===== src/rtl/scss_pkg.sv =====
// Purpose: Shared constants for the system clock source selector.
// Assumes: pclk at 250 MHz; all source inputs sampled on pclk.
// Notes: Register offsets are byte addresses of 32-bit words.
package scss_pkg;

  // ****************************************
  // Timing
  // ****************************************
  localparam int unsigned CLK_PERIOD_NS = 4;
  localparam int unsigned SRC_LOSS_NS = 2000;
  localparam int unsigned SRC_LOSS_CYC = SRC_LOSS_NS / CLK_PERIOD_NS;

  // ****************************************
  // Register map
  // ****************************************
  localparam logic [7:0] ADDR_CTRL = 8'h00;
  localparam logic [7:0] ADDR_CMD = 8'h04;
  localparam logic [7:0] ADDR_STAT = 8'h08;
  localparam logic [7:0] ADDR_EVT = 8'h0c;
  localparam logic [7:0] ADDR_UART = 8'h10;

  localparam logic [1:0] CTRL_RST = 2'h0;
  localparam int unsigned CMD_SWAP_COMP = 0;
  localparam int unsigned CMD_SWAP_HS = 1;
  localparam int unsigned CMD_STANDBY = 2;
  localparam int unsigned CMD_ACTIVE = 3;
  localparam int unsigned EVT_SKEW = 0;
  localparam int unsigned EVT_COMP_FAIL = 1;
  localparam int unsigned EVT_HS_FAIL = 2;
  localparam int unsigned EVT_W = 3;
  localparam int unsigned UART_BITS = 9;
  localparam int unsigned UART_FRAME = UART_BITS + 2;

  // ****************************************
  // Source indices
  // ****************************************
  localparam int unsigned SRC_COMP_P = 0;
  localparam int unsigned SRC_COMP_S = 1;
  localparam int unsigned SRC_HS_P = 2;
  localparam int unsigned SRC_HS_S = 3;
  localparam int unsigned SRC_DATA = 4;
  localparam int unsigned NUM_SRC = 5;

  typedef enum logic [1:0] {MODE_EXT, MODE_LOCAL, MODE_DERIVE} scss_mode_e;

endpackage


===== src/rtl/scss_uart_if.sv =====
// Purpose: Link between the selector core and its 9-bit transmitter.
// Assumes: One pclk domain.
// Notes: start is a one-cycle request, honoured only while busy is low.
`timescale 1ns/1ps
`default_nettype none
interface scss_uart_if;
  logic start;
  logic [8:0] data;
  logic busy;
  logic txd;
  modport ctl(output start, output data, input busy, input txd);
  modport phy(input start, input data, output busy, output txd);
endinterface
`default_nettype wire


===== src/rtl/scss_uart_tx.sv =====
// Purpose: Nine-bit asynchronous transmitter for shelf identity characters.
// Assumes: DIV pclk cycles per bit.
// Notes: Frame is one start bit, nine data bits LSB first, one stop bit.
`timescale 1ns/1ps
`default_nettype none
module scss_uart_tx
  import scss_pkg::*;
#(
  parameter int unsigned DIV = 16
) (
  // Clock and reset
  input wire logic pclk,
  input wire logic presetn,
  // Character request and line
  scss_uart_if.phy u
);

  typedef enum logic {U_IDLE, U_SEND} scss_ustate_e;

  if (DIV < 1 || DIV > 65535) begin : g_chk
    $error("DIV out of range");
  end

  scss_ustate_e state_q;
  logic [UART_FRAME-1:0] sh_q;
  logic [3:0] nbit_q;
  logic [15:0] baud_q;
  wire logic take = (state_q == U_IDLE) && u.start;
  wire logic tick = (state_q == U_SEND) && (baud_q == 16'h0000);

  always_ff @(posedge pclk or negedge presetn) begin
    if (!presetn) begin
      state_q <= U_IDLE;
      sh_q <= '1;
      nbit_q <= 4'h0;
      baud_q <= 16'h0000;
    end else if (take) begin
      state_q <= U_SEND;
      sh_q <= {1'b1, u.data, 1'b0};
      nbit_q <= 4'(UART_FRAME);
      baud_q <= 16'(DIV - 1);
    end else if (tick) begin
      sh_q <= {1'b1, sh_q[UART_FRAME-1:1]};
      nbit_q <= nbit_q - 4'h1;
      baud_q <= 16'(DIV - 1);
      if (nbit_q == 4'h1) begin
        state_q <= U_IDLE;
      end
    end else if (state_q == U_SEND) begin
      baud_q <= baud_q - 16'h0001;
    end
  end

  assign u.txd = sh_q[0];
  assign u.busy = (state_q == U_SEND);

  a_uart_start_bit: assert property (@(posedge pclk) disable iff (!presetn)
    take |=> !u.txd && u.busy) else $error("start bit not sent");

  a_uart_stop_bit: assert property (@(posedge pclk) disable iff (!presetn)
    $fell(u.busy) |-> u.txd) else $error("line not idle after frame");

endmodule
`default_nettype wire


===== src/rtl/scss_top.sv =====
// Purpose: System clock source selection, distribution and slot sync.
// Assumes: Clock sources and peer sync are synchronous to pclk.
// Notes: Registers are reached over APB with zero wait states.
// Notes on behaviour
// - Each of the composite and high-speed source types has a primary and a secondary input, each checked for activity.
// - When the source in use loses validity and the other is valid, selection moves over.
// - The processor can force a primary/secondary swap or pick the local oscillator.
// - The composite timing output follows the selected composite input.
// - The selected high-speed input passes through to the high-speed output.
// - The local oscillator drives only the composite output, never the high-speed one.
// - With the local oscillator and no high-speed input, the high-speed output stays low.
// - Derive mode makes both outputs from the incoming E1/T1 data stream.
// - The composite output carries the slot counter sync as a missing pulse.
// - Standby hardware aligns its slot counter to the peer sync and reports the skew.
// - The active or standby role is readable and shown on a pin.
// - The processor can force the card from active to standby.
// - A nine-bit transmitter sends shelf identity characters.
`timescale 1ns/1ps
`default_nettype none
module scss_top
  import scss_pkg::*;
#(
  parameter int unsigned LOCAL_DIV = 16,
  parameter int unsigned HS_DIV = 8,
  parameter int unsigned DER_COMP_DIV = 4,
  parameter int unsigned SLOT_LEN = 64,
  parameter int unsigned UART_DIV = 16
) (
  // Clock and reset
  input wire logic pclk,
  input wire logic presetn,
  // APB slave
  input wire logic [7:0] paddr,
  input wire logic psel,
  input wire logic penable,
  input wire logic pwrite,
  input wire logic [31:0] pwdata,
  output logic [31:0] prdata,
  output logic pready,
  output logic pslverr,
  // Timing sources
  input wire logic comp_pri_in,
  input wire logic comp_sec_in,
  input wire logic hs_pri_in,
  input wire logic hs_sec_in,
  input wire logic e1t1_data_in,
  // Peer card
  input wire logic peer_sync_in,
  // Distributed outputs
  output logic composite_timing_clock_out,
  output logic hs_clock_out,
  output logic slot_sync_out,
  output logic active_out,
  output logic shelf_id_txd
);

  // The local, derived composite and slot counters are 16 bits wide and the high-speed divider counter 8 bits, which sets the upper limits.
  if (LOCAL_DIV < 2 || LOCAL_DIV % 2 != 0 || HS_DIV < 2 || HS_DIV > 256 ||
      DER_COMP_DIV < 2 || DER_COMP_DIV % 2 != 0 || SLOT_LEN < 2 ||
      SLOT_LEN > 65536 || LOCAL_DIV > 131072 ||
      DER_COMP_DIV > 131072) begin : g_chk
    $error("Divider or counter parameter out of range");
  end

  localparam int unsigned LW = $clog2(SRC_LOSS_CYC + 1);

  // ****************************************
  // APB decode
  // ****************************************
  // Read data is loaded in the setup cycle, so it stands through the access cycle.
  wire logic apb_setup = psel && !penable;
  wire logic apb_wr = psel && penable && pwrite;
  wire logic hit = (paddr == ADDR_CTRL) || (paddr == ADDR_CMD) || (paddr == ADDR_STAT) ||
                   (paddr == ADDR_EVT) || (paddr == ADDR_UART);
  wire logic wr_ctrl = apb_wr && (paddr == ADDR_CTRL);
  wire logic wr_cmd = apb_wr && (paddr == ADDR_CMD);
  wire logic wr_evt = apb_wr && (paddr == ADDR_EVT);
  wire logic wr_uart = apb_wr && (paddr == ADDR_UART);
  assign pready = 1'b1;
  assign pslverr = psel && penable && !hit;

  // ****************************************
  // Source activity monitors
  // ****************************************
  // A source counts as valid while it has changed within the loss window.
  wire logic [NUM_SRC-1:0] src = {e1t1_data_in, hs_sec_in, hs_pri_in, comp_sec_in, comp_pri_in};
  logic [NUM_SRC-1:0] src_prev_q;
  logic [LW-1:0] loss_q [NUM_SRC];
  logic [NUM_SRC-1:0] valid;
  wire logic [NUM_SRC-1:0] src_edge = src ^ src_prev_q;

  always_ff @(posedge pclk or negedge presetn) begin
    if (!presetn) begin
      src_prev_q <= '0;
      for (int i = 0; i < NUM_SRC; i++) loss_q[i] <= '0;
    end else begin
      src_prev_q <= src;
      for (int i = 0; i < NUM_SRC; i++) begin
        if (src_edge[i]) loss_q[i] <= LW'(SRC_LOSS_CYC);
        else if (loss_q[i] != '0) loss_q[i] <= loss_q[i] - LW'(1);
      end
    end
  end

  always_comb begin
    for (int i = 0; i < NUM_SRC; i++) valid[i] = (loss_q[i] != '0);
  end

  // ****************************************
  // Primary and secondary selection
  // ****************************************
  logic comp_sec_q;
  logic hs_sec_q;
  scss_mode_e mode_q;
  logic active_q;
  logic [EVT_W-1:0] evt_q;
  wire logic comp_valid_sel = comp_sec_q ? valid[SRC_COMP_S] : valid[SRC_COMP_P];
  wire logic comp_valid_alt = comp_sec_q ? valid[SRC_COMP_P] : valid[SRC_COMP_S];
  wire logic hs_valid_sel = hs_sec_q ? valid[SRC_HS_S] : valid[SRC_HS_P];
  wire logic hs_valid_alt = hs_sec_q ? valid[SRC_HS_P] : valid[SRC_HS_S];
  wire logic comp_fail = !comp_valid_sel && comp_valid_alt;
  wire logic hs_fail = !hs_valid_sel && hs_valid_alt;
  wire logic swap_comp = wr_cmd && pwdata[CMD_SWAP_COMP];
  wire logic swap_hs = wr_cmd && pwdata[CMD_SWAP_HS];
  // A forced swap in the same cycle as a failover toggles the selection only once.

  always_ff @(posedge pclk or negedge presetn) begin
    if (!presetn) begin
      comp_sec_q <= 1'b0;
      hs_sec_q <= 1'b0;
    end else begin
      if (comp_fail || swap_comp) comp_sec_q <= !comp_sec_q;
      if (hs_fail || swap_hs) hs_sec_q <= !hs_sec_q;
    end
  end

  // ****************************************
  // Mode and role
  // ****************************************
  wire logic [1:0] mode_wr = pwdata[1:0];

  always_ff @(posedge pclk or negedge presetn) begin
    if (!presetn) begin
      mode_q <= scss_mode_e'(CTRL_RST);
      active_q <= 1'b0;
    end else begin
      if (wr_ctrl && mode_wr != 2'h3) mode_q <= scss_mode_e'(mode_wr);
      if (wr_cmd && pwdata[CMD_STANDBY]) active_q <= 1'b0;
      else if (wr_cmd && pwdata[CMD_ACTIVE]) active_q <= 1'b1;
    end
  end

  assign active_out = active_q;

  // ****************************************
  // Local oscillator and data-derived clocks
  // ****************************************
  logic [15:0] loc_cnt_q;
  logic loc_clk_q;
  logic [7:0] der_cnt_q;
  logic [15:0] der_cc_q;
  logic der_comp_q;
  wire logic der_hs = der_cnt_q < 8'(HS_DIV / 2);
  wire logic der_wrap = der_cnt_q == 8'(HS_DIV - 1);

  always_ff @(posedge pclk or negedge presetn) begin
    if (!presetn) begin
      loc_cnt_q <= 16'h0000;
      loc_clk_q <= 1'b0;
      der_cnt_q <= 8'h00;
      der_cc_q <= 16'h0000;
      der_comp_q <= 1'b0;
    end else begin
      loc_cnt_q <= (loc_cnt_q == 16'(LOCAL_DIV / 2 - 1)) ? 16'h0000 : loc_cnt_q + 16'h0001;
      if (loc_cnt_q == 16'(LOCAL_DIV / 2 - 1)) loc_clk_q <= !loc_clk_q;
      if (src_edge[SRC_DATA] || der_wrap) der_cnt_q <= 8'h00;
      else der_cnt_q <= der_cnt_q + 8'h01;
      if (der_wrap) begin
        der_cc_q <= (der_cc_q == 16'(DER_COMP_DIV / 2 - 1)) ? 16'h0000 : der_cc_q + 16'h0001;
        if (der_cc_q == 16'(DER_COMP_DIV / 2 - 1)) der_comp_q <= !der_comp_q;
      end
    end
  end

  // ****************************************
  // Output source muxing
  // ****************************************
  wire logic comp_sel_in = comp_sec_q ? comp_sec_in : comp_pri_in;
  wire logic hs_sel_in = (hs_sec_q ? hs_sec_in : hs_pri_in) && hs_valid_sel;
  wire logic base_comp = (mode_q == MODE_LOCAL) ? loc_clk_q :
                         (mode_q == MODE_DERIVE) ? der_comp_q : comp_sel_in;
  wire logic base_hs = (mode_q == MODE_DERIVE) ? der_hs : hs_sel_in;

  // ****************************************
  // Slot counter sync and skew removal
  // ****************************************
  logic base_prev_q;
  logic [15:0] slot_q;
  wire logic base_rise = base_comp && !base_prev_q;
  wire logic slot_end = slot_q == 16'(SLOT_LEN - 1);
  wire logic skew = !active_q && peer_sync_in && (slot_q != 16'h0000);
  // The output is gated by the next count, so the pulse that opens slot zero is left out whole.
  wire logic [15:0] slot_d = skew ? 16'h0000 : !base_rise ? slot_q :
                             slot_end ? 16'h0000 : slot_q + 16'h0001;

  always_ff @(posedge pclk or negedge presetn) begin
    if (!presetn) begin
      base_prev_q <= 1'b0;
      slot_q <= 16'h0000;
      slot_sync_out <= 1'b0;
      composite_timing_clock_out <= 1'b0;
      hs_clock_out <= 1'b0;
    end else begin
      base_prev_q <= base_comp;
      slot_q <= slot_d;
      slot_sync_out <= base_rise && slot_end;
      composite_timing_clock_out <= base_comp && (slot_d != 16'h0000);
      hs_clock_out <= base_hs;
    end
  end

  // ****************************************
  // Sticky events
  // ****************************************
  // A flag set in the same cycle as its clear stays set.
  wire logic [EVT_W-1:0] evt_set = {hs_fail, comp_fail, skew};
  wire logic [EVT_W-1:0] evt_clr = wr_evt ? pwdata[EVT_W-1:0] : '0;

  always_ff @(posedge pclk or negedge presetn) begin
    if (!presetn) evt_q <= '0;
    else evt_q <= evt_set | (evt_q & ~evt_clr);
  end

  // ****************************************
  // Shelf identity transmitter
  // ****************************************
  scss_uart_if uif();
  assign uif.start = wr_uart && !uif.busy;
  assign uif.data = pwdata[UART_BITS-1:0];
  assign shelf_id_txd = uif.txd;

  scss_uart_tx #(.DIV(UART_DIV)) u_tx (
    .pclk(pclk),
    .presetn(presetn),
    .u(uif)
  );

  // ****************************************
  // Read data
  // ****************************************
  wire logic [31:0] stat_word = {22'h0, valid[SRC_DATA], uif.busy, active_q, hs_sec_q,
                                 comp_sec_q, valid[SRC_HS_S], valid[SRC_HS_P],
                                 valid[SRC_COMP_S], valid[SRC_COMP_P], 1'b0};
  wire logic [31:0] rd_mux = (paddr == ADDR_CTRL) ? {30'h0, mode_q} :
                             (paddr == ADDR_STAT) ? stat_word :
                             (paddr == ADDR_EVT) ? {29'h0, evt_q} : 32'h0;

  always_ff @(posedge pclk or negedge presetn) begin
    if (!presetn) prdata <= 32'h0;
    else if (apb_setup) prdata <= rd_mux;
  end

  // ****************************************
  // Checks
  // ****************************************
  a_src_valid_edge: assert property (@(posedge pclk) disable iff (!presetn)
    src_edge[SRC_COMP_S] |=> valid[SRC_COMP_S]) else $error("edge did not validate");

  a_comp_failover: assert property (@(posedge pclk) disable iff (!presetn)
    (comp_fail && !swap_comp) |=> comp_sec_q != $past(comp_sec_q) && evt_q[EVT_COMP_FAIL])
    else $error("no failover");

  a_force_swap: assert property (@(posedge pclk) disable iff (!presetn)
    (swap_hs && !hs_fail) |=> hs_sec_q != $past(hs_sec_q)) else $error("swap ignored");

  a_hs_pass: assert property (@(posedge pclk) disable iff (!presetn)
    (mode_q == MODE_EXT && hs_valid_sel) |=>
    hs_clock_out == ($past(hs_sec_q) ? $past(hs_sec_in) : $past(hs_pri_in)))
    else $error("high-speed not passed");

  a_local_no_hs: assert property (@(posedge pclk) disable iff (!presetn)
    (mode_q == MODE_LOCAL && !hs_valid_sel) |=> !hs_clock_out) else $error("hs from oscillator");

  a_comp_blank: assert property (@(posedge pclk) disable iff (!presetn)
    (slot_q == 16'h0000 && !base_rise) |=> !composite_timing_clock_out)
    else $error("sync slot not blanked");

  a_sync_slot_open: assert property (@(posedge pclk) disable iff (!presetn)
    (base_rise && slot_end) |=> slot_sync_out && !composite_timing_clock_out)
    else $error("sync slot pulse not left out");

  a_skew_fix: assert property (@(posedge pclk) disable iff (!presetn)
    skew |=> slot_q == 16'h0000 && evt_q[EVT_SKEW]) else $error("skew not removed");

  a_standby_cmd: assert property (@(posedge pclk) disable iff (!presetn)
    (wr_cmd && pwdata[CMD_STANDBY]) |=> !active_out ##1 (active_out == $past(active_q)))
    else $error("standby not taken");

  a_evt_sticky: assert property (@(posedge pclk) disable iff (!presetn)
    (evt_q[EVT_HS_FAIL] && !(wr_evt && pwdata[EVT_HS_FAIL])) |=> evt_q[EVT_HS_FAIL])
    else $error("event flag lost");

endmodule
`default_nettype wire


===== config.mk =====
export PLATFORM = sky130hd
export DESIGN_NAME = scss_top
export DESIGN_NICKNAME = d
export VERILOG_FILES = /design/src/rtl/scss_pkg.sv /design/src/rtl/scss_uart_if.sv /design/src/rtl/scss_uart_tx.sv /design/src/rtl/scss_top.sv
export SDC_FILE = /design/constraint.sdc
export NUM_CORES = 1
export LEC_CHECK = 0
export CAP_MARGIN = 25
export CORE_MARGIN = 2
export CORE_UTILIZATION = 45
export DETAILED_ROUTE_END_ITERATION = 8
export DONT_BUFFER_PORTS = 1
export PLACE_DENSITY = 0.74
export SYNTH_ARGS = -nofsm -noshare
export SYNTH_HDL_FRONTEND = slang
export SYNTH_SLANG_ARGS = --single-unit

===== constraint.sdc =====
create_clock -name pclk -period 2.66 [get_ports pclk]
set_clock_uncertainty 0.1 [all_clocks]
set_input_delay 0.399 -clock pclk [delete_from_list [all_inputs] [get_ports pclk]]
set_output_delay 0.399 -clock pclk [all_outputs]
set_load 0.01 [all_outputs]

== After elaboration in Yosys (flattened, before gate mapping) ==
Cells that the tools add are included.

* Add/sub/neg operators: 11
* Mux-type cells: 41
* Reductions and logical operators: 62
* $lt $le $gt $ge: 1
* Equal/unequal tests: 12
* Bitwise operators: 5

{| class="wikitable"
|+ Operator list
! operator !! number
|-
| 16-bit two-way mux || 8
|-
| 9-bit two-way mux || 10
|-
| 16-bit by 1-bit adder with 16-bit output (second input constant) || 3
|-
| 9-bit nonzero test || 5
|-
| 9-bit by 1-bit subtractor with 9-bit output (second input constant) || 5
|-
| 16-bit nonzero test || 2
|-
| 1-bit logical AND || 24
|-
| 11-bit two-way mux || 2
|-
| 10-bit two-way mux || 2
|-
| 16-bit by 1-bit equality test with 1-bit output (second input constant) || 1
|-
| 16-bit by 3-bit equality test with 1-bit output (second input constant) || 1
|-
| 16-bit by 6-bit equality test with 1-bit output (second input constant) || 1
|-
| 8-bit by 3-bit equality test with 1-bit output (second input constant) || 2
|-
| 8-bit by 4-bit equality test with 1-bit output (second input constant) || 2
|-
| 16-bit zero test || 1
|-
| 2-bit nonzero test || 8
|-
| 16-bit by 1-bit subtractor with 16-bit output (second input constant) || 1
|-
| 1-bit two-way mux || 14
|-
| 1-bit zero test || 11
|-
| 8-bit by 1-bit adder with 8-bit output (second input constant) || 1
|-
| 8-bit by 5-bit equality test with 1-bit output (second input constant) || 1
|-
| 8-bit zero test || 1
|-
| 8-bit by 3-bit less-than comparator with 1-bit output (second input constant) || 1
|-
| 4-bit two-way mux || 2
|-
| 15 further kinds || 23
|}

* Word-level logic and storage cells: 158
* Output and inout bits: 39
* Bits in registers: 184

== Depth between registers and ports, before layout ==
Gate-level depths: netlist of the first run.

* Word-level depth: 8
* Depth in mapped cells: 11
* Gate-level depth less buffers: 9

== By module ==
From an unflattened synthesis of the first run, not the netlist that was laid out.

* Cells, all modules: 808
* Area, all modules: 8137.8 µm²

{| class="wikitable"
|+ Modules (own cells, without submodules)
! module !! area an instance (µm²) !! cells an instance !! sequential area each (µm²) !! times used
|-
| scss_top || 6487.5 || 629 || 3253.1 || 1
|-
| scss_uart_tx || 1650.3 || 179 || 788.3 || 1
|}

== Worst setup path after synthesis of the first run ==
OpenSTA, ideal clock, no wires.

* Path type: reg-to-reg
* Start: register u_tx.baud_q[2]
* End: register u_tx.state_q, in the netlist u_tx.u.busy
* Arrival: 2337 ps
* Library setup time: 130 ps
* Period minus slack after synthesis: 2566 ps
* Slack: 94 ps
* Data required time: 2430 ps
* Buffers on the path: 2
* Stages on the path, launching flop included: 9
* Path through: dfrtp_1 or4b_4 or3_4 nand2b_4 or3_1 buf_6 buf_8 o41ai_2 nand2_1

* Longest elaborated chain between the ends: 4

{| class="wikitable"
|+ Ends and longest elaborated chain
! what !! line !! RTL
|-
| start, declared || scss_uart_tx.sv:27 || <nowiki>logic [15:0] baud_q;</nowiki>
|-
| start signal, assigned || scss_uart_tx.sv:41 || <nowiki>baud_q <= 16'(DIV - 1);</nowiki>
|-
| start signal, assigned || scss_uart_tx.sv:45 || <nowiki>baud_q <= 16'(DIV - 1);</nowiki>
|-
| start signal, assigned || scss_uart_tx.sv:50 || <nowiki>baud_q <= baud_q - 16'h0001;</nowiki>
|-
| 16-bit zero test || scss_uart_tx.sv:29 || <nowiki>wire logic tick = (state_q == U_SEND) && (baud_q == 16'h0000);</nowiki>
|-
| 1-bit logical AND || scss_uart_tx.sv:29 ||
|-
| 2-bit nonzero test (no line) || n/a ||
|-
| 2-bit AND reduction (no line) || n/a ||
|-
| end signal, assigned || scss_uart_tx.sv:33 || <nowiki>state_q <= U_IDLE;</nowiki>
|-
| end signal, assigned || scss_uart_tx.sv:38 || <nowiki>state_q <= U_SEND;</nowiki>
|-
| end signal, assigned || scss_uart_tx.sv:47 || <nowiki>state_q <= U_IDLE;</nowiki>
|-
| end, declared || scss_uart_tx.sv:24 || <nowiki>scss_ustate_e state_q;</nowiki>
|}

No other way between the ends.
A chain may end at the register's enable or synchronous reset.

== Worst setup path after layout of the first run ==
* Start: register u_tx.baud_q[2]
* End: register u_tx.baud_q[4]

* Longest elaborated chain between the ends: 4
* Elaborated cells on any way between the ends: 7
* Classes of those cells: add/sub (1); mux (3); reduce/logical (3)

{| class="wikitable"
|+ Ends and longest elaborated chain
! what !! line !! RTL
|-
| 16-bit by 1-bit subtractor with 16-bit output / 16-bit zero test (equally long branches) || scss_uart_tx.sv:50, scss_uart_tx.sv:29 ||
|-
| 16-bit two-way mux / 1-bit logical AND (equally long branches) || scss_uart_tx.sv:49, scss_uart_tx.sv:29 ||
|-
| 16-bit two-way mux || scss_uart_tx.sv:42 || <nowiki>end else if (tick) begin</nowiki>
|-
| 16-bit two-way mux || scss_uart_tx.sv:37 || <nowiki>end else if (take) begin</nowiki>
|}

Parallel ways exist; a longest one is shown, timed or not. The select of a mux whose other input is x is not followed.

==> results of run 1 <==
## what timing repair did
item / 4_1_cts / 5_1_grt
setup buffers: 0 / 11
gates resized for setup: 0 / 6
endpoints found under the setup margin: 0 / 13
hold endpoints to repair: 175 / 161
## logic make-up (layout without fill, tap and decap cells)
kind of cell / Yosys count / after routing
and+or+nand+nor: 352 / 352
AOI/OAI and AO/OA: 94 / 94
muxes: 10 / 10
DFF: 161 / 161
adders and majority gates: 14 / 14
other: 2 / 23
buffers and inverters: 68 / 109
xor gates and xnor gates: 102 / 102
## per-layer routing
metal,vias to the layer above,share of wire (%)
met5,-,0
met1,2828,46
li1,2806,-
met2,86,48
met4,0,1.5
met3,24,3.8
## stage by stage
step / power (W) / area (sq um) / std cells / setup TNS, ps / setup slack [ps]
after detailed placement: 0.003385 / 8260 / 1035 / 0 / 31.61
after global placement: 0.003361 / 8257 / 1034 / 0 / 52.17
after CTS: 0.005898 / 8994 / 1079 / 0 / 24.83
after global routing: 0.006114 / 9114 / 1090 / -48.61 / -42.29
final: 0.005857 / 9114 / 1090 / 0 / 56.22
after floorplan: 0.003247 / 8031 / 824 / 0 / 93.54
## flip-flops by register name (all words and copies together), names as in the netlist
name                        flops
u_tx.u.busy                     1
src_prev_q                      5
composite_timing_clock_out      1
evt_q                           3
base_prev_q                     1
active_out                      1
der_cnt_q                       8
u_tx.baud_q                    16
loss_q                         45
loc_clk_q                       1
hs_sec_q                        1
loc_cnt_q                      16
der_cc_q                       16
comp_sec_q                      1
slot_sync_out                   1
mode_q                          2
der_comp_q                      1
prdata                         10
hs_clock_out                    1
slot_q                         16
u_tx.nbit_q                     4
u_tx.sh_q                      10
## worst max-delay path, stage by stage (launching register included)
cell and delay [ps]:
sky130_fd_sc_hd__dfrtp_1 370, sky130_fd_sc_hd__or4b_4 540, sky130_fd_sc_hd__or3_4 350, sky130_fd_sc_hd__nand2b_4 160, sky130_fd_sc_hd__or3_4 340, sky130_fd_sc_hd__buf_12 150
sky130_fd_sc_hd__buf_2 160, sky130_fd_sc_hd__nand2_1 70, sky130_fd_sc_hd__buf_4 180, sky130_fd_sc_hd__nor2_1 70
## Yosys cell counts, types with 4 or more instances
cell and number:
sky130_fd_sc_hd__nand4_1 8, sky130_fd_sc_hd__a211oi_1 9, sky130_fd_sc_hd__buf_2 4, sky130_fd_sc_hd__nor3_1 23, sky130_fd_sc_hd__or3_1 7, sky130_fd_sc_hd__dfrtp_1 151
sky130_fd_sc_hd__mux2i_1 10, sky130_fd_sc_hd__nand2b_1 9, sky130_fd_sc_hd__nor3b_1 4, sky130_fd_sc_hd__or4_1 5, sky130_fd_sc_hd__and2_1 6, sky130_fd_sc_hd__nand3_1 34
sky130_fd_sc_hd__nor2_1 88, sky130_fd_sc_hd__xnor2_1 72, sky130_fd_sc_hd__o31ai_1 6, sky130_fd_sc_hd__and3_1 17, sky130_fd_sc_hd__a21o_1 4, sky130_fd_sc_hd__xor2_1 30
sky130_fd_sc_hd__a21oi_1 18, sky130_fd_sc_hd__nor4_1 20, sky130_fd_sc_hd__ha_1 14, sky130_fd_sc_hd__inv_1 27, sky130_fd_sc_hd__nand2_1 101, sky130_fd_sc_hd__dfstp_2 10
sky130_fd_sc_hd__nor2b_1 4, sky130_fd_sc_hd__and4_1 6, sky130_fd_sc_hd__o21ai_0 31, sky130_fd_sc_hd__buf_4 23, sky130_fd_sc_hd__clkbuf_1 12
## power by group through the flow
| stage | Combinational [W] | Clock (W) | Sequential (W) |
|---|---|---|---|
| floorplan | 0.000500 | 0 | 0.00275 |
| global placement | 0.000590 | 0 | 0.00277 |
| detailed placement | 0.000607 | 0 | 0.00278 |
| CTS | 0.000634 | 0.00253 | 0.00274 |
| global route | 0.000714 | 0.00264 | 0.00276 |
| finish | 0.000631 | 0.00249 | 0.00274 |
## path summary, 6_finish.rpt
path	start	endpoint	slack, ps	cells past startpoint
max	u_tx.baud_q[2]	u_tx.baud_q[4]	60	9
min reg2reg	der_cnt_q[0]	der_cnt_q[0]	350	1
max reg2reg	u_tx.baud_q[2]	u_tx.baud_q[4]	60	9
min in group pclk	pwdata[8]	u_tx.sh_q[9]	20	2
max in group asynchronous	presetn	u_tx.sh_q[9]	2630	0
min	presetn	loss_q[32]	-440	0
## final cells by class
cell class,instances,area share [%]
sequential,161,44.36
inverter,27,1.112
tap,225,3.089
timing repair buffer,51,4.764
multi-input combinational,595,40.06
clock buffer,20,5.121
clock inverter,11,1.496
==> results list, run 1 <==
* Count of boundary I/O pins: 90
* Count of unique library cells instantiated by Yosys: 63
- Combinational family with the most area after synthesis: simple AND/OR/NAND/NOR gates
- For this run, the post-layout net count is about 900.
- Detail-routed via count per cell: 5.270
- Of the post-synthesis cell area, the dominant cell type holds approximately 48%.
- The path class of the tightest hold or removal check is input port to asynchronous set/reset pin.
- Cells taking the most area after synthesis: sky130_fd_sc_hd__dfrtp_1 48%, sky130_fd_sc_hd__xnor2_1 7.9%, sky130_fd_sc_hd__nand2_1 4.8%
- Violated checks: hold timing
- For this run, the register share of the synthesized area comes to roughly half.
- Wires add up to 15.83 mm.
- Of the post-synthesis cell area, the part taken by muxes is 1.259%.
- Total Routing Usage GR: between 10% and 20%
- CTS tree: done
* Share of cells above drive strength 1: around 11%
- Combined flip-flop and latch cell area: 4043 sq um
* Max cap viols: 0
* Via count of the first global-routing pass: 5600
- Synthesis handed over a netlist of 803 instances.
* Sequential cell fraction of total power: 46.8%
- The critical path is of the register to register type.
* DRC violation count after routing: 0
* Grt met3 use: 4.259%
- Clock power share: 42.4%
- Sink Count: 161
- Dividing the detail-routed wire length by the instance count gives 14.52 um.
* Area share of xor/xnor cells in the synthesized design: approximately 11%
- The die covers around 19000 sq um.
- Total setup violations reported at the end of the flow: 0
* Fraction of power consumed by combinational cells: 10.8%
* Data arrival time at the worst-slack endpoint: 2820 ps
- Later-pin clock latency in the skew report: 430 ps
* Wire length of the first global-routing pass: 25.76 mm
* Biggest area consumer among synthesized cells: sky130_fd_sc_hd__dfrtp_1
* Tightest hold margin: -436.8 ps
- Final worst-path cycle share: approximately 98%
- Hold repair after CTS inserted 13 buffers.
* Initial antenna violation count: 0
- Antenna-violating nets left: 0
* CTS Buf Count: 17
- Area used by multi-input combinational logic: 3651 sq um
- Share of synthesized flip-flops with an asynchronous set or reset: 100.0%
- Relative slew margins: 60.57%
* Maximum achievable frequency: around 380 MHz
* Width of the die: 136.9 um
- At the worst endpoint, the required time is between 2000 and 3000 ps.
* Kind of launch point of the worst setup path: register
- CTS root buf: sky130_fd_sc_hd__clkbuf_16
- For the pin with the worst max-slew slack, the measured transition is ~590 ps.
* Final count of pins violating max slew: 0
- Post-synthesis sequential element count: ~160
- Gr ovfl total: 0
- Synthesis-to-finish area growth: 14.60%
* Area fraction in compound gates after synthesis: slightly below 8%
- Hold Fails Final Rpt: 161
* 1st-iter DRT viols: about 290
- Min Clock Period, post-route: approximately 2600 ps
* Area of the placeable core: 17300 sq um
- In this run the power density over the cells is 642.7 nW/um^2.
- The top cell types in the final layout, fill and taps aside, are 150 x sky130_fd_sc_hd__dfrtp_1, 101 x sky130_fd_sc_hd__nand2_1, 88 x sky130_fd_sc_hd__nor2_1.
- A synthesized cell averages 9.904 sq um.
* Unrepaired setup endpoints after global routing: yes
- The analysis attributes to cell leakage a power of 3.957 nW.
- The detailed router placed between 5000 and 6000 vias in this run.
- In this run the most used layer during global routing was met2.
* Die Y: around 140 um
- Switching power total: 0.001431 W
- For met2 alone, demand over resource in global routing was 29.13%.
- Maximum number of pins on one net before global-route repair: 162
- Routability-driven placement finished with a final weighted congestion of 0.8700.
- After clock tree synthesis, the clock-pin slew on the worst setup and hold paths is 60 ps.
- STA classifies the critical path endpoint as a register.
* Floorplan row count: 48
* Placed wire-length estimate after detailed placement: 10.40 mm
- The count of buffers added on input and output ports is 0.
- Power Internal: 0.004426 W
- Count of flip-flops with a built-in enable after synthesis: 0
- Across the VDD grid, the largest voltage drop is 0.0004935 V.
* Post-Synth Adder-Cell Area: 2.203%
- Met1 global-route usage: 21.90%
- Top fanout value on the critical path: 12
- Area share of and/or/nand/nor cells after synthesis: 22.04%
* Switch share: between 20% and 30%
- Most common cell after layout, fill and taps aside: sky130_fd_sc_hd__dfrtp_1
* Number of warnings issued by yosys: 0
- Number of inserted diodes: 0
- Post-layout utilization of the core: 52.69%
* DR pass1 iterations: 8
- Primary flip-flop cell chosen by synthesis mapping: sky130_fd_sc_hd__dfrtp_1
* Status: complete, but fails checks
- Fill cells in the final layout number between 1000 and 1500.
* Clock Tree Buf Depth: 2
- Cell area after synthesis: 7953 sq um
* Initial Util: 45.98%
- H-tree levels: 4
(Power assumes the default switching activity.)
==> run 2, diff against run 1 <==
- CAP_MARGIN: 25 -> not set
- SYNTH_HIERARCHICAL: not set -> 1
==> run 2 against run 1 <==
Effect of this change: highest routed layer unchanged; critical endpoint is now composite_timing_clock_out; sequential share of layout area shrank 0.80 points; die area increased by 2.3%; the flow still finishes with violations (hold timing); register-to-register slack better by 60 ps; critical path depth decreased by 2; count of clock-buffer cells in the layout is 1 lower; sequential power about the same.
==> results list, run 2 <==
- The flip-flop count of the largest register after layout came to 45 (unchanged).
- By count the netlist is led by 151 x sky130_fd_sc_hd__dfrtp_1, 75 x sky130_fd_sc_hd__nor2_1, 66 x sky130_fd_sc_hd__nand2_1.
* Clock edge transition at the registers on the reported setup and hold paths: 60 ps (about the same)
- The minimum period implied by the final worst setup slack is 2542 ps (-62.12 ps).
- The power density relative to cell area came to 636.8 nW/um^2 (-0.91%).
- The final cell count without fillers came to 1091 (+0.092%).
- Kind of critical path: register to register
* Met1 global-route usage: 24.38% (+2.5 points)
* Initial Util: 45.61% (-0.36 points)
- The total half-perimeter wirelength after legalization and detailed placement came to 11.37 mm (+9.3%).
- Maximum achievable frequency: 393.4 MHz (+2.4%)
- The count of warnings emitted by yosys is 6 (+6).
- The register area share after synthesis is 49.66% (-1.2 points).
* Total Die Area: 19180 sq um (+2.3%)
- Least-Margin Pin Slew: 737.9 ps (+151.8 ps)
- The final reports fail on hold timing.
- The post-route standard cell area excluding fillers came to 9278 sq um (+1.8%).
* Synthesis-to-finish area growth: 14.01%
- Busiest layer in global routing: met2
- Setup repair after global routing left no endpoint under its margin.
* Area used by multi-input combinational logic: 3845 sq um (+5.3%)
* Worst min-delay path category: input port to asynchronous set/reset pin
- Leaving out fill and tap cells, the most frequent cells in the layout are 151 x sky130_fd_sc_hd__dfrtp_1, 75 x sky130_fd_sc_hd__nor2_1, 66 x sky130_fd_sc_hd__nand2_1.
* Setup crit end kind: register
* Max cap viols: 0 (unchanged)
- The boundary pin count came to 90 (unchanged).
* Cells taking the most area after synthesis: sky130_fd_sc_hd__dfrtp_1 46%, sky130_fd_sc_hd__xnor2_1 5.5%, sky130_fd_sc_hd__xor2_1 3.9%
- Ranked by flip-flop count, first place goes to loss_q.
- VDD IR-drop max: 0.0004190 V (-15%)
- The tree is rooted in a sky130_fd_sc_hd__clkbuf_16.
* Maximum number of pins on one net before global-route repair: 162 (unchanged)
- FF-to-FF path depth: 7 (-2)
- The worst hold slack was -428.9 ps (+7.933 ps).
* Area of the placeable core: 17840 sq um (+3.1%)
* Most repeated cell in the gate-level netlist after synthesis: sky130_fd_sc_hd__dfrtp_1
- Later-pin clock latency in the skew report: 430 ps (about the same)
* Capture instance of the worst register-to-register path: composite_timing_clock_out
* Final weighted congestion in routability-driven placement: 0.8654 (-0.53%)
- H-tree levels: 4 (unchanged)
- The wire length of the first global-routing pass came to 28.30 mm (+9.9%).
- The die span in y is 138.5 um (+1.1%).
- The critical-path maximum fanout is 6 (-6).
- The share of flip-flops with an asynchronous set or reset after synthesis is 100.0% (unchanged).
* Count of flip-flops with a built-in enable after synthesis: 0 (unchanged)
- Floorplan row count: 49 (+2.1%)
- The clock sink total is 161 (unchanged).
- The internal reg-to-reg setup slack was 120 ps (+60 ps).
- The final net count came to 914 (-0.44%).
- The area taken by flip-flops and latches is 4041 sq um (about the same).
- Total setup violations reported at the end of the flow: 0 (unchanged)
- Gr ovfl total: 0 (unchanged)
- The global-route met2 utilization came to 27.57% (-1.6 points).
- Startpoint of the worst-slack reg-to-reg timing path: slot_q[6]
- Final worst-path cycle share: 95.55% (-2.3 points)
* Kind of launch point of the worst setup path: register
- The post-detailed-route DRC marker count was 0 (unchanged).
- Hold Fails Final Rpt: 161 (unchanged)
* Average size of a mapped cell: 10.07 sq um (+1.7%)
- Instance count of the mapped netlist: 808 (+0.62%)
* Count of unique library cells instantiated by Yosys: 69 (+9.5%)
* Overall routed net length: 16.59 mm (+4.8%)
- The data arrival time of the worst path came to 2780 ps (-40 ps).
- The count of final max-slew check failures came to 0 (unchanged).
- The run finished, with violations left.
- The number of input and output port buffers inserted came to 0 (unchanged).
- The overall power of the completed layout came to 0.005908 W (+0.87%).
- Initial antenna violation count: 0 (unchanged)
- CTS tree: done
- Among all flip-flop cells after synthesis, the most frequent one is sky130_fd_sc_hd__dfrtp_1.
- The critical path data required time was 2900 ps (+30 ps).
- Antenna-violating nets left: 0 (unchanged)
- The total clock buffers created by CTS is 17 (unchanged).
- The filler cell count came to 1511 (+2.1%).
- Biggest area consumer among synthesized cells: sky130_fd_sc_hd__dfrtp_1
- Post-synthesis sequential element count: 161 (unchanged)
- The sum of negative setup slack came to 0 ps (unchanged).
* Via count of the first global-routing pass: 5756 (+2.8%)
* 1st-iter DRT viols: 492 (+71%)
- The worst-case clock buffer depth was 2 (unchanged).
- Number of inserted diodes: 0 (unchanged)
- The fraction of layout cells with a size suffix above 1 came to 11.72% (+0.73 points).
* Number of vias in the routed layout: 5985 (+4.2%)
- Average detailed-routed wire length per instance: 15.21 um (+4.7%)
- The leakage power is 3.949 nW (-0.22%).
- The standard cell area after detailed placement was 8512 sq um (+3.0%).
* Detail-routed via count per cell: 5.486 (+4.1%)
- DR pass1 iterations: 4 (-4)
- Relative slew margins: 50.11% (-10 points)
- Cell area after synthesis: 8138 sq um (+2.3%)
- Most common cell after layout, fill and taps aside: sky130_fd_sc_hd__dfrtp_1
* Number of placed instances with taps included: 1047 (+1.2%)
* Grt met3 use: 4.122% (-0.14 points)
- Top cell type's share of synthesized area: 46.43% (-1.1 points)
- Total Routing Usage GR: 17.90% (+0.51 points)
* Width of the die: 138.5 um (+1.1%)
- The number of hold-repair buffers added at the cts stage came to 10 (-3).
==> run 2: changes by cell type in the layout (fill, tap and decap cells not counted), moves of 5 or more <==
cell	before	now
sky130_fd_sc_hd__a21oi_1	18	28
sky130_fd_sc_hd__a22o_1	1	7
sky130_fd_sc_hd__a31oi_1	3	12
sky130_fd_sc_hd__mux2i_1	10	3
sky130_fd_sc_hd__nand2_1	101	66
sky130_fd_sc_hd__nand4_1	8	16
sky130_fd_sc_hd__nor2_1	88	75
sky130_fd_sc_hd__o21ai_0	31	18
sky130_fd_sc_hd__o21ai_1	2	7
sky130_fd_sc_hd__o31ai_1	6	19
sky130_fd_sc_hd__or3_1	6	11
sky130_fd_sc_hd__or4_1	5	16
sky130_fd_sc_hd__xnor2_1	72	51
sky130_fd_sc_hd__xor2_1	30	36
==> run 2: what timing repair did <==
action                     in CTS  in global routing
gates resized for setup         0                  6
buffers inserted                0                  2
setup endpoints to repair       0                  2
hold endpoints to repair      172                161
==> run 2: worst max path at each step <==
| stage | startpoint | end | slack, ps | cells past startpoint |
|---|---|---|---|---|
| after CTS | comp_sec_q | composite_timing_clock_out | 130 | 9 |
| after floorplan | paddr[0] | u_tx/baud_q[12] | 120 | 7 |
| after global routing | loss_q[38] | loss_q[43] | 4 | 7 |
| after global placement | paddr[0] | u_tx/baud_q[12] | 70 | 7 |
| after detailed placement | paddr[0] | u_tx/baud_q[12] | 50 | 7 |
| final | slot_q[6] | composite_timing_clock_out | 120 | 7 |
==> run 2: final cells by class <==
| class | count | area share (%) |
|---|---|---|
| multi-input combinational | 595 | 41.44 |
| sequential | 161 | 43.56 |
| timing repair buffer | 46 | 4.127 |
| tap | 229 | 3.088 |
| inverter | 28 | 1.133 |
| clock buffer | 19 | 4.666 |
| clock inverter | 13 | 1.982 |
==> run 2: layer usage <==
layer | part of all wire, % | vias to the layer above | routed length (um)
li1 | - | 2910 | -
met1 | 45 | 2928 | 7506
met2 | 47 | 120 | 7842
met3 | 5.2 | 27 | 861
met4 | 2.3 | 0 | 380
met5 | 0 | - | 0
==> run 2: cell families after synthesis <==
logic type               after synthesis  synth area share [%]
AND/OR/NAND/NOR                      339                 22.52
flip-flops                           161                 49.66
AO/OA/AOI/OAI                        128                 11.04
XOR/XNOR                              87                 9.363
buffers and inverters                 73                 4.628
adder cells (fa/ha/maj)               14                 2.153
multiplexers                           4                0.5381
other                                  2               0.09229
==> run 2: stage by stage <==
| stage | util (%) | setup slack (ps) |
|---|---|---|
| 3_5_place_dp | 47.71 | 51.19 |
| 3_3_place_gp | 47.71 | 67.69 |
| 6_report | 52.00 | 118.3 |
| 5_1_grt | 52.00 | 3.908 |
| 4_1_cts | 51.73 | 129.5 |
| 2_1_floorplan | - | 116.1 |
==> run 2: report_power, final <==
part / internal (W) / switching, W
clock: 0.00157 / 0.000976
sequential: 0.00260 / 0.000143
combinational: 0.000285 / 0.000335
total: 0.00445 / 0.00145
==> run 2: critical path, cell delays in order (launching register included) <==
cell                       delay, ps
sky130_fd_sc_hd__dfrtp_1         430
sky130_fd_sc_hd__or4_4           580
sky130_fd_sc_hd__nor4_4          310
sky130_fd_sc_hd__a311oi_2        170
sky130_fd_sc_hd__a21o_4          250
sky130_fd_sc_hd__o32ai_1         340
sky130_fd_sc_hd__nor4_2           90
sky130_fd_sc_hd__a31oi_1         190
==> run 3, diff against run 2 <==
- PLACE_DENSITY: 0.74 -> 0.72
- SETUP_SLACK_MARGIN: not set -> 0.5
- clock period: 2.66 -> 2.9 ns (I/O delays scaled with it)
==> run 3 against run 2 <==
Effect of this change: the run still ends with hold timing left; final area grew 1.8%; wire length up 0.63%; clock power down 10%; first-iteration DRC count shrank 30%; critical endpoint unchanged.
==> results list, run 3 (same netlist as run 2, synthesis figures left out) <==
- Maximum achievable frequency: 399.0 MHz (+1.4%)
- Initial antenna violation count: 0 (unchanged)
* Share of cells above drive strength 1: 15.90% (+4.2 points)
- Worst slack at placement: 232.5 ps (+181.3 ps)
- The power density relative to cell area is 571.3 nW/um^2 (-10%).
* Die Y: 138.5 um (unchanged)
- Commonest non-fill, non-tap cells in the layout: 148 x sky130_fd_sc_hd__dfrtp_1, 74 x sky130_fd_sc_hd__nor2_1, 66 x sky130_fd_sc_hd__nand2_1
- Switching power total: 0.001321 W (-9.2%)
- The via count of the first global-routing pass is 5816 (+1.0%).
- Register ranked first by flip-flop count: loss_q
- Overall routed net length: 16.70 mm (+0.63%)
- Data arrival time at the worst-slack endpoint: 2680 ps (-100 ps)
- Total Routing Usage GR: 17.68% (-0.22 points)
* Final worst-path cycle share: 86.41% (-9.1 points)
- Switch share: 24.48% (-0.14 points)
* Synthesis-to-finish area growth: 16.08%
- Number of vias in the routed layout: 5997 (+0.20%)
- Tightest hold margin: -386.3 ps (+42.60 ps)
* H-tree levels: 4 (unchanged)
- Wire length of the first global-routing pass: 28.00 mm (-1.1%)
* Placed wire-length estimate after detailed placement: 11.13 mm (-2.1%)
- The number of hold-repair buffers added at the cts stage is 6 (-4).
- Required @ worst endpoint: 3070 ps (+170 ps)
* Overall power after layout: 0.005397 W (-8.6%)
- Kind of critical path: register to register
- Count of port buffers added during placement: 0 (unchanged)
* Total Nets Final: 920 (+0.66%)
* Final weighted congestion in routability-driven placement: 0.8379 (-3.2%)
* Average detailed-routed wire length per instance: 15.22 um (about the same)
* Reported leakage power: 4.008 nW (+1.5%)
- CTS root buf: sky130_fd_sc_hd__clkbuf_16
- Clock edge transition at the registers on the reported setup and hold paths: 60 ps (about the same)
- Clock Tree Buf Depth: 2 (unchanged)
- Leaving out fill and tap cells, the most frequent cell in the layout is sky130_fd_sc_hd__dfrtp_1.
- Width of the die: 138.5 um (unchanged)
- The worst hold path belongs to the class input port to asynchronous set/reset pin.
* Hold Fails Final Rpt: 161 (unchanged)
- Detail-routed via count per cell: 5.467 (-0.35%)
* Number of inserted diodes: 0 (unchanged)
* Power Internal: 0.004076 W (-8.5%)
- The share of power burned in combinational logic came to 11.0% (+0.5 points).
- The final reports fail on hold timing.
* Count of boundary I/O pins: 90 (unchanged)
- Top fanout value on the critical path: 3 (-3)
- The initial DRC count was 342 (-30%).
- DRC violation count after routing: 0 (unchanged)
- Min Clock Period, post-route: 2506 ps (-35.65 ps)
* Largest register FFs: 45 (unchanged)
- STA classifies the critical path startpoint as a register.
* DR pass1 iterations: 4 (unchanged)
* Total setup violations reported at the end of the flow: 0 (unchanged)
- Unrepaired setup endpoints after global routing: yes
- The worst setup path is captured at a register.
- The total grt overflow is 0 (unchanged).
- Least-Margin Pin Slew: 722.5 ps (-15.39 ps)
- The worst vdd rail ir drop is 0.0003639 V (-13%).
* Clock power share: 42.5% (-0.6 points)
- Total Die Area: 19180 sq um (unchanged)
- The sum of negative setup slack came to 0 ps (unchanged).
- The final setup slack of the worst path was 394.0 ps (+275.6 ps).
- CTS Buf Count: 17 (unchanged)
- The count of final max-slew check failures is 0 (unchanged).
* Status: complete, but fails checks
- TritonCTS built the clock tree.
* Max cap viols: 0 (unchanged)
- The number of routed nets with antenna violations was 0 (unchanged).
- Later-pin clock latency in the skew report: 420 ps (about the same)
* Relative slew margins: 51.39% (+1.3 points)
* Sequential cell fraction of total power: 46.6% (+0.2 points)
- The core footprint is 17840 sq um (unchanged).
* Floorplan row count: 49 (unchanged)
- The filler cell count was 1531 (+1.3%).
* Sink Count: 161 (unchanged)
- In this run the worst setup path begins at slot_q[11].
* Startpoint of the worst-slack reg-to-reg timing path: slot_q[11]
- Maximum number of pins on one net before global-route repair: 162 (unchanged)
- Initial Util: 45.61% (unchanged)
## run 3: cell type report
type	instances	area [sq um]	share of cell area [%]
sequential	161	4045	42.82
timing repair buffer	51	405.4	4.291
clock buffer	23	478.0	5.060
tap	229	286.5	3.033
inverter	28	105.1	1.113
multi-input combinational	596	3998	42.32
clock inverter	9	128.9	1.364
## run 3: timing repair
| action | CTS | global route |
|---|---|---|
| setup buffers | 11 | 15 |
| cloned | 1 | 1 |
| pin swaps | 7 | 17 |
| resized for setup | 15 | 23 |
| hold endpoints to repair | 167 | 161 |
| setup endpoints to repair | 27 | 37 |
## run 3: power groups by stage
stage               sequential, W  combinational [W]  clock [W]
finish                    0.00251           0.000592    0.00229
detailed placement        0.00255           0.000526          0
CTS                       0.00251           0.000563    0.00234
floorplan                 0.00252           0.000450          0
global route              0.00253           0.000669    0.00243
global placement          0.00255           0.000507          0
## run 3: layer usage
layer | GRT usage [%] | vias to the layer above | wire, um
met2 | 27.31 | 93 | 7868
met5 | 0 | - | 0
li1 | - | 2935 | -
met3 | 4.295 | 27 | 592
met1 | 23.80 | 2942 | 7807
met4 | 7.948 | 0 | 427
## run 3: final timing paths
path                       depth (start not counted)  slack, ps                         end
setup / recovery                                   8        390  composite_timing_clock_out
hold reg to reg                                    1        360                der_cnt_q[0]
setup reg to reg                                   8        390  composite_timing_clock_out
min in group pclk                                  2         40                u_tx/sh_q[3]
max in group asynchronous                          0       2880                u_tx/sh_q[8]
hold / removal                                     0       -390              u_tx/baud_q[8]
## run 3: per-stage QoR
step	cell area (sq um)	std cells	hold slack, ps	utilization (%)
floorplan	8245	829	39.41	-
global placement	8398	1031	44.73	47.07
detailed placement	8398	1031	43.42	47.07
CTS	9206	1081	-408.6	51.60
global route	9447	1097	-411.2	52.95
finish	9447	1097	-386.3	52.95
## run 3: critical path, cell delays in order (launching register included)
cell and delay [ps]:
sky130_fd_sc_hd__dfrtp_1 400, sky130_fd_sc_hd__or4_4 570, sky130_fd_sc_hd__nor4_4 290, sky130_fd_sc_hd__buf_4 160, sky130_fd_sc_hd__nor2_1 30, sky130_fd_sc_hd__mux2i_1 230
sky130_fd_sc_hd__a41oi_2 170, sky130_fd_sc_hd__nor4_2 260, sky130_fd_sc_hd__a31oi_1 150
